## src/hw/diag_flags_pkg.sv

```systemverilog
package diag_flags_pkg;

    // bus geometry
    localparam int ADDR_W = 10;
    localparam int DATA_W = 32;
    localparam int VAL_W  = 16;
    localparam int NQ     = 5;
    localparam int NTHR   = 4 * NQ;

    // register indices; byte address is four times the index
    localparam logic [7:0] IDX_STATUS_CONTROL = 8'h6e;
    localparam logic [7:0] IDX_ALARM_HIGH     = 8'h70;
    localparam logic [7:0] IDX_ALARM_LOW      = 8'h71;
    localparam logic [7:0] IDX_WARNING_HIGH   = 8'h74;
    localparam logic [7:0] IDX_WARNING_LOW    = 8'h75;
    localparam logic [7:0] IDX_THR_BASE       = 8'h80;
    localparam logic [7:0] IDX_MEAS_BASE      = 8'ha0;

    // status/control field positions
    localparam int SC_PIN_OFF   = 7;
    localparam int SC_SOFT_OFF  = 6;
    localparam int SC_FAULT     = 2;
    localparam int SC_LOS       = 1;
    localparam int SC_NOT_READY = 0;

    // threshold slot within a quantity
    localparam int THR_HI_ALARM = 0;
    localparam int THR_LO_ALARM = 1;
    localparam int THR_HI_WARN  = 2;
    localparam int THR_LO_WARN  = 3;

    // quantity numbering
    localparam int Q_TEMP = 0;

    // reset values
    localparam logic [VAL_W-1:0] THR_HI_RST_S = 16'h7fff;
    localparam logic [VAL_W-1:0] THR_LO_RST_S = 16'h8000;
    localparam logic [VAL_W-1:0] THR_HI_RST_U = 16'hffff;
    localparam logic [VAL_W-1:0] THR_LO_RST_U = 16'h0000;
    localparam logic             SOFT_OFF_RST = 1'b0;

    // timing
    localparam longint CLK_HZ          = 50_000_000;
    localparam longint SOFT_RESP_MS    = 100;
    localparam longint SOFT_RESP_CYC   = SOFT_RESP_MS * CLK_HZ / 1000;
    localparam longint DATA_READY_MS   = 1000;
    localparam longint DATA_READY_CYC  = DATA_READY_MS * CLK_HZ / 1000;
    localparam int     READY_CNT_W     = 26;

endpackage

```

## src/hw/optical_module_diag_status_flags.sv

```systemverilog
// Added by the designer: the Avalon-MM slave port.
`timescale 1ns/1ns
// Summary of operation
// RULE_01: status bit 7 reads the live level of the transmitter-off pin.
// RULE_02: status bit 6 is a read/write software transmitter-off control.
// RULE_03: transmitter disabled when software bit or pin is asserted (OR).
// RULE_04: status bit 2 mirrors the transmitter fault output level.
// RULE_05: status bit 1 mirrors the receive signal lost output level.
// RULE_06: status bit 0 is active-low data ready; zero once valid measurements exist.
// RULE_07: soft commands take effect within 100 ms of the host write.
// RULE_08: measurement data becomes ready within 1000 ms after power-up.
// RULE_09: byte 112 bits 7/6 flag temperature above high / below low alarm.
// RULE_10: byte 112 bits 5/4 flag supply voltage above high / below low alarm.
// RULE_11: byte 112 bits 3/2 flag bias current above high / below low alarm.
// RULE_12: byte 112 bits 1/0 flag transmit power above high / below low alarm.
// RULE_13: byte 113 bits 7/6 flag receive power alarms; bits 0-5 reserved.
// RULE_14: byte 116 bits 7/6 flag temperature above high / below low warning.
// RULE_15: byte 116 bits 5/4 flag supply voltage warnings.
// RULE_16: byte 116 bits 3/2 flag bias current warnings.
// RULE_17: byte 116 bits 1/0 flag transmit power warnings.
// RULE_18: byte 117 bits 7/6 flag receive power warnings; bits 0-5 reserved.
// RULE_19: values and thresholds are 16 bit; temperature is signed two's complement.
// RULE_20: voltage, bias and powers are unsigned 16-bit counts compared directly.
// RULE_21: reserved bits read zero and ignore writes.
// RULE_22: flags recomputed on every monitoring update; clear when back in range.
module optical_module_diag_status_flags (
    input  wire logic                                     clk,                 // 50 MHz
    input  wire logic                                     resetn,              // async, active low
    input  wire logic [diag_flags_pkg::ADDR_W-1:0]        address,             // byte address
    input  wire logic                                     read,                // read request
    input  wire logic                                     write,               // write request
    input  wire logic [diag_flags_pkg::DATA_W-1:0]        writedata,           // write data
    input  wire logic [3:0]                               byteenable,          // byte lanes
    output logic      [diag_flags_pkg::DATA_W-1:0]        readdata,            // read data
    output logic                                          waitrequest,         // stall
    input  wire logic                                     transmitter_off_pin, // tx disable pin
    input  wire logic                                     transmitter_fault,   // fault output level
    input  wire logic                                     receive_signal_lost, // los output level
    input  wire logic                                     meas_valid,          // monitoring update
    input  wire logic [diag_flags_pkg::VAL_W-1:0]         meas_temp,           // signed temperature
    input  wire logic [diag_flags_pkg::VAL_W-1:0]         meas_vcc,            // supply voltage
    input  wire logic [diag_flags_pkg::VAL_W-1:0]         meas_bias,           // laser bias
    input  wire logic [diag_flags_pkg::VAL_W-1:0]         meas_txpwr,          // transmit power
    input  wire logic [diag_flags_pkg::VAL_W-1:0]         meas_rxpwr,          // receive power
    output logic                                          transmitter_disable, // effective disable
    output logic                                          sense_data_not_ready // active-low ready
);
    import diag_flags_pkg::*;

    logic                   rst_meta_ff;
    logic                   rst_n_ff;
    logic                   ack_ff;
    logic                   soft_off_ff;
    logic                   tx_dis_ff;
    logic                   not_ready_ff;
    logic [READY_CNT_W-1:0] ready_cnt_ff;
    logic [VAL_W-1:0]       thr_ff  [NTHR];
    logic [VAL_W-1:0]       meas_ff [NQ];
    logic [VAL_W-1:0]       meas_in [NQ];
    logic [2*NQ-1:0]        alarm_ff;
    logic [2*NQ-1:0]        warn_ff;
    logic [2*NQ-1:0]        nxt_alarm;
    logic [2*NQ-1:0]        nxt_warn;
    logic [DATA_W-1:0]      readdata_ff;
    logic [DATA_W-1:0]      nxt_readdata;
    logic [7:0]             idx;
    logic                   aligned;
    logic                   wr_take;
    logic [7:0]             status_byte;

    // reset release through two flops
    always_ff @(posedge clk or negedge resetn) begin
        if (!resetn) begin
            rst_meta_ff <= 1'b0;
            rst_n_ff    <= 1'b0;
        end else begin
            rst_meta_ff <= 1'b1;
            rst_n_ff    <= rst_meta_ff;
        end
    end

    assign idx     = address[9:2];
    assign aligned = (address[1:0] == 2'h0);

    // one wait state per access
    assign waitrequest = (read | write) & ~ack_ff;
    assign wr_take     = write & ack_ff;

    always_ff @(posedge clk or negedge rst_n_ff) begin
        if (!rst_n_ff) begin
            ack_ff <= 1'b0;
        end else begin
            ack_ff <= (read | write) & ~ack_ff;
        end
    end

    assign meas_in[0] = meas_temp;
    assign meas_in[1] = meas_vcc;
    assign meas_in[2] = meas_bias;
    assign meas_in[3] = meas_txpwr;
    assign meas_in[4] = meas_rxpwr;

    // software transmitter-off, low byte lane only
    always_ff @(posedge clk or negedge rst_n_ff) begin
        if (!rst_n_ff) begin
            soft_off_ff <= SOFT_OFF_RST;
        end else if (wr_take && aligned && idx == IDX_STATUS_CONTROL && byteenable[0]) begin
            soft_off_ff <= writedata[SC_SOFT_OFF]; // see RULE_02 see RULE_07 see RULE_21
        end
    end

    // effective disable, one cycle after a pin change, two cycles after the write
    always_ff @(posedge clk or negedge rst_n_ff) begin
        if (!rst_n_ff) begin
            tx_dis_ff <= 1'b0;
        end else begin
            tx_dis_ff <= soft_off_ff | transmitter_off_pin; // see RULE_03 see RULE_07
        end
    end
    assign transmitter_disable = tx_dis_ff;

    // data ready on first update, or forced at the power-up deadline
    always_ff @(posedge clk or negedge rst_n_ff) begin
        if (!rst_n_ff) begin
            not_ready_ff <= 1'b1;
            ready_cnt_ff <= '0;
        end else if (not_ready_ff) begin
            ready_cnt_ff <= ready_cnt_ff + 1'b1;
            if (meas_valid || ready_cnt_ff == READY_CNT_W'(DATA_READY_CYC - 1)) begin
                not_ready_ff <= 1'b0; // see RULE_06 see RULE_08
            end
        end
    end
    assign sense_data_not_ready = not_ready_ff;

    // threshold storage and flag comparison per quantity
    genvar q;
    generate
        for (q = 0; q < NQ; q++) begin : g_q
            logic hi_a;
            logic lo_a;
            logic hi_w;
            logic lo_w;
            if (q == Q_TEMP) begin : g_s
                // signed compare for temperature
                assign hi_a = $signed(meas_in[q]) > $signed(thr_ff[4*q+THR_HI_ALARM]); // see RULE_19
                assign lo_a = $signed(meas_in[q]) < $signed(thr_ff[4*q+THR_LO_ALARM]);
                assign hi_w = $signed(meas_in[q]) > $signed(thr_ff[4*q+THR_HI_WARN]);
                assign lo_w = $signed(meas_in[q]) < $signed(thr_ff[4*q+THR_LO_WARN]);
            end else begin : g_u
                assign hi_a = meas_in[q] > thr_ff[4*q+THR_HI_ALARM]; // see RULE_20
                assign lo_a = meas_in[q] < thr_ff[4*q+THR_LO_ALARM];
                assign hi_w = meas_in[q] > thr_ff[4*q+THR_HI_WARN];
                assign lo_w = meas_in[q] < thr_ff[4*q+THR_LO_WARN];
            end
            // see RULE_09 see RULE_10 see RULE_11 see RULE_12 see RULE_13
            assign nxt_alarm[2*NQ-1-2*q] = hi_a;
            assign nxt_alarm[2*NQ-2-2*q] = lo_a;
            // see RULE_14 see RULE_15 see RULE_16 see RULE_17 see RULE_18
            assign nxt_warn[2*NQ-1-2*q]  = hi_w;
            assign nxt_warn[2*NQ-2-2*q]  = lo_w;

            always_ff @(posedge clk or negedge rst_n_ff) begin
                if (!rst_n_ff) begin
                    meas_ff[q] <= '0;
                end else if (meas_valid) begin
                    meas_ff[q] <= meas_in[q];
                end
            end

            for (genvar t = 0; t < 4; t++) begin : g_t
                always_ff @(posedge clk or negedge rst_n_ff) begin
                    if (!rst_n_ff) begin
                        if (t == THR_HI_ALARM || t == THR_HI_WARN) begin
                            thr_ff[4*q+t] <= (q == Q_TEMP) ? THR_HI_RST_S : THR_HI_RST_U;
                        end else begin
                            thr_ff[4*q+t] <= (q == Q_TEMP) ? THR_LO_RST_S : THR_LO_RST_U;
                        end
                    end else if (wr_take && aligned && idx == IDX_THR_BASE + 8'(4*q+t)) begin
                        if (byteenable[1]) begin
                            thr_ff[4*q+t][15:8] <= writedata[15:8];
                        end
                        if (byteenable[0]) begin
                            thr_ff[4*q+t][7:0] <= writedata[7:0];
                        end
                    end
                end
            end
        end
    endgenerate

    // flags follow each update, clearing when back in range
    always_ff @(posedge clk or negedge rst_n_ff) begin
        if (!rst_n_ff) begin
            alarm_ff <= '0;
            warn_ff  <= '0;
        end else if (meas_valid) begin
            alarm_ff <= nxt_alarm; // see RULE_22
            warn_ff  <= nxt_warn;
        end
    end

    assign status_byte = {transmitter_off_pin, soft_off_ff, 3'h0, // see RULE_01 see RULE_21
                          transmitter_fault, receive_signal_lost, not_ready_ff}; // see RULE_04 see RULE_05

    // read mux, unmapped reads return zero
    always_comb begin
        nxt_readdata = '0;
        if (aligned) begin
            if (idx == IDX_STATUS_CONTROL) begin
                nxt_readdata[7:0] = status_byte;
            end else if (idx == IDX_ALARM_HIGH) begin
                nxt_readdata[7:0] = alarm_ff[9:2];
            end else if (idx == IDX_ALARM_LOW) begin
                nxt_readdata[7:0] = {alarm_ff[1:0], 6'h00}; // see RULE_13 see RULE_21
            end else if (idx == IDX_WARNING_HIGH) begin
                nxt_readdata[7:0] = warn_ff[9:2];
            end else if (idx == IDX_WARNING_LOW) begin
                nxt_readdata[7:0] = {warn_ff[1:0], 6'h00}; // see RULE_18 see RULE_21
            end else if (idx >= IDX_THR_BASE && idx < IDX_THR_BASE + 8'(NTHR)) begin
                nxt_readdata[15:0] = thr_ff[5'(idx - IDX_THR_BASE)];
            end else if (idx >= IDX_MEAS_BASE && idx < IDX_MEAS_BASE + 8'(NQ)) begin
                nxt_readdata[15:0] = meas_ff[3'(idx - IDX_MEAS_BASE)];
            end
        end
    end

    always_ff @(posedge clk or negedge rst_n_ff) begin
        if (!rst_n_ff) begin
            readdata_ff <= '0;
        end else if (read && !ack_ff) begin
            readdata_ff <= nxt_readdata;
        end
    end
    assign readdata = readdata_ff;

endmodule

```

## config.mk

```make
export PLATFORM = sky130hd
export DESIGN_NAME = optical_module_diag_status_flags
export DESIGN_NICKNAME = d
export VERILOG_FILES = /design/src/hw/diag_flags_pkg.sv /design/src/hw/optical_module_diag_status_flags.sv
export SDC_FILE = /design/constraint.sdc
export NUM_CORES = 1
export LEC_CHECK = 0
export ABC_AREA = 1
export BUFFER_PORTS_ARGS = -buffer_cell sky130_fd_sc_hd__buf_2
export CAP_MARGIN = 20
export CELL_PAD_IN_SITES_DETAIL_PLACEMENT = 0
export CELL_PAD_IN_SITES_GLOBAL_PLACEMENT = 2
export CORE_ASPECT_RATIO = 1.1
export CORE_UTILIZATION = 34
export CTS_CLUSTER_SIZE = 16
export DETAILED_ROUTE_END_ITERATION = 7
export GPL_ROUTABILITY_DRIVEN = 0
export GPL_TIMING_DRIVEN = 1
export PLACE_DENSITY_LB_ADDON = 0.3
export SLEW_MARGIN = 30
export SYNTH_ARGS = -nofsm -noshare
export SYNTH_HDL_FRONTEND = slang
export SYNTH_SLANG_ARGS = --single-unit
export TNS_END_PERCENT = 50
```

## constraint.sdc

```tcl
create_clock -name clk -period 13.9 [get_ports clk]
set_input_delay 0 -clock clk [delete_from_list [all_inputs] [get_ports clk]]
set_output_delay 0 -clock clk [all_outputs]
set_load 0.1 [all_outputs]
```

==> metrics.yaml <==
run_status:
  outcome: "finished, final reports clean"
global_route:
  grt_pass1_vias: 24462
  grt_start_max_net_pins: 137
  grt_usage: 0.243
  grt_pass1_wl_mm: 157
  grt_overflow: 0
  antenna_found_initial: 3
yosys:
  synth_common_cells: "882 x nand2_1, 479 x inv_1, 311 x ha_1"
  ys_seq_area_frac: 0.408
  synth-edff-count: 0
  synth_top_area_frac: 0.263
  synth_area_leaders: "dfrtp_1 26%, dfstp_2 14%, ha_1 13%, nand2_1 11%, inv_1 6.2%"
  synthCells: 3580
  synthFlopType: "dfrtp_1"
  yosysMostFrequentCell: "nand2_1"
  ys.warnings.count: 0
  async_flop_share: 1.00
  ys_ff_latch: 468
  syn_area_sq_mm: 0.0292
  yosys.area.top_type: "dfrtp_1"
  syn_avg_cell_area_sq_um: 8.16
  netlist-cell-type-count: 52
placed_design:
  dp_hpwl_mm: 77.3
  portBuffers: 134
final_layout:
  drive_above_1_share: 0.142
  fillers: 8901
  fin_nets: 4209
  areaGrowthSynthToFinish_pct: 16.2
clock_tree:
  clkTransAtPathRegs_ps: 60
  postCtsSetupBuffers: 0
  h-tree-depth: 2
  cts_buffers: 57
  cts-root-buf: "clkbuf_16"
  cts.sinks: 468
  cts_tree: "built"
  clk-insertion-delay-late_ps: 630
  cts_buffer_depth: 3
run:
  max_cap_violations: 0
timing:
  fin_tns_setup_ps: 0
  rsz0062_at_grt: "no"
  hold_ws_ps: 107
  setup_violations: 0
  maxSlewHeadroom: 0.346
  skew_ps: 22.0
  worst_pin_slew_ps: 979
  maxSlewViolCount: 0
  fin_crit_ps: 3180
  hold_viol_final: 0
  fmax_mhz: 314
  post-route-period-util: 0.229
critical_path:
  critical-path-top-delay-family: "buffers and inverters"
  crit_path_max_fanout: 38
  critPathLaunchType: "input port"
  path_cells: "buf_2 > inv_4 > nand2_4 > buf_4 > inv_1 > nand2_1 > o2111ai_1 > a21oi_1 > o21ai_1 > o21ai_0 > nand3b_1 > nand2_1 > nand2_1"
  max_stage_delay_ps: 630
  path_class: "in -> reg"
  crit_path_end_kind: "register"
  slowest_stage: "buf_4"
  cp_common_cell: "nand2_1"
  cp.required_ps: 14400
  worstPathArrival_ps: 3680
  crit_buf_inv: 4
power:
  power.density_mw_per_mm2: 103
  p_total_uw: 3510
  p_leak_uw: 0.0146
  peakVddDrop_mv: 0.102
floorplanning:
  core_sq_mm: 0.0849
  die_x_microns: 282
  io_pins: 169
  dieArea_sq_mm: 0.0871
  start_util: 0.344
  rows: 112
  die_h_microns: 310
drt:
  drt-initial-drc-count: 1937
  drc: 0
  finalWirelength_mm: 105
  highest_layer: "met5"
  antenna_left: 0
  wl_per_cell_microns: 21.2
  via_per_inst: 5.07
  dr.pass1.iters: 5
  met1Wirelength_mm: 48.0
  met2_length_mm: 48.8
  wl_met3_mm: 5.19
  vias: 25130
min_path:
  hold_class: "in -> reg"
==> cells in the final DEF, fill, tap and decap left out, types with 9 or more instances in the layout <==
| master | instances |
|---|---|
| a221oi_1 | 9 |
| nand2_1 | 881 |
| clkbuf_16 | 59 |
| xor2_1 | 20 |
| o21ai_1 | 185 |
| dfrtp_1 | 306 |
| buf_4 | 13 |
| o211ai_1 | 22 |
| nor2_1 | 76 |
| inv_1 | 467 |
| inv_2 | 21 |
| dfstp_2 | 161 |
| ha_1 | 311 |
| clkbuf_8 | 19 |
| o21ai_2 | 20 |
| nor2_4 | 14 |
| nand3_2 | 30 |
| nor3_2 | 9 |
| o31ai_1 | 15 |
| conb_1 | 17 |
| clkbuf_1 | 9 |
| clkinv_2 | 12 |
| buf_2 | 133 |
| nor3_1 | 32 |
| o2111ai_1 | 13 |
| dlygate4sd3_1 | 132 |
| o22ai_1 | 126 |
| a21oi_1 | 172 |
| o21ai_0 | 309 |
| nand3_1 | 72 |
| nand4_1 | 47 |
==> metal layers <==
layer,track usage,up-vias
met1,0.328,12113
met4,0.0768,4
met2,0.398,552
met3,0.0367,134
met5,0,-
li1,-,12327
==> metrics by stage <==
| step | utilization | cells | instance area (sq um) | setup slack (ps) |
|---|---|---|---|---|
| 4_1_cts | 0.400 | 4952 | 33900 | 10840 |
| 3_5_place_dp | 0.360 | 4712 | 30600 | 10200 |
| 2_1_floorplan | - | 3595 | 29300 | 171 |
| 5_1_grt | 0.400 | 4954 | 34000 | 10570 |
| 3_3_place_gp | 0.360 | 4712 | 30600 | 10220 |
| 6_report | 0.400 | 4955 | 34000 | 10720 |
==> flip-flops by register name, indices dropped and copies added (netlist names), 10 cells and up <==
name	cells
thr_ff	320
meas_ff	80
ready_cnt_ff	26
readdata	16
alarm_ff	10
warn_ff	10
==> area by class of cell <==
type / instances / area [sq um] / share of cell area
tap: 1140 / 1430 / 0.0420
clock buffer: 87 / 1770 / 0.0521
clock inverter: 21 / 265 / 0.00781
timing repair buffer: 284 / 2180 / 0.0641
multi-input combinational: 2458 / 14500 / 0.428
sequential: 468 / 11900 / 0.351
antenna: 2 / 5.00 / 0.000147
inverter: 495 / 1870 / 0.0551
==> tightest hold or removal path: stages <==
cell	delay [ps]
buf_2	100
inv_1	130
or2_2	160
nor3_1	60
nand4_1	140
o21ai_0	100
==> timing repair <==
action | in CTS | in global routing
resized for setup | 0 | 0
hold endpoints to repair | 337 | 0
hold buffers | 132 | 0
==> logic make-up after synthesis <==
kind of cell | Yosys count | share of synthesized area
other cells | 2 | 0.000257
buf+inv | 669 | 0.0973
compound gates | 905 | 0.173
xor+xnor | 26 | 0.00779
fa+ha+maj | 311 | 0.133
flops | 468 | 0.408
simple gates | 1199 | 0.181
==> path summary, 6_finish.rpt <==
check	from	to	slack, ps	cells past startpoint
max	address[3]	readdata[2]	10720	13
min	address[8]	soft_off_ff	110	6
max reg2reg	thr_ff[271]	warn_ff[8]	11130	12
min reg2reg	rst_n_ff	thr_ff[136]	240	0
max in group asynchronous	rst_n_ff	thr_ff[259]	12030	2
min in group asynchronous	resetn	rst_n_ff	230	3
==> where the power goes <==
group          switching (uW)  total (uW)  leakage, uW  internal [uW]
sequential               19.2        1420      0.00573           1400
clock                     644        1630      0.00101            985
combinational             324         459      0.00782            135
Note: power is estimated with default switching activity, not from simulation.
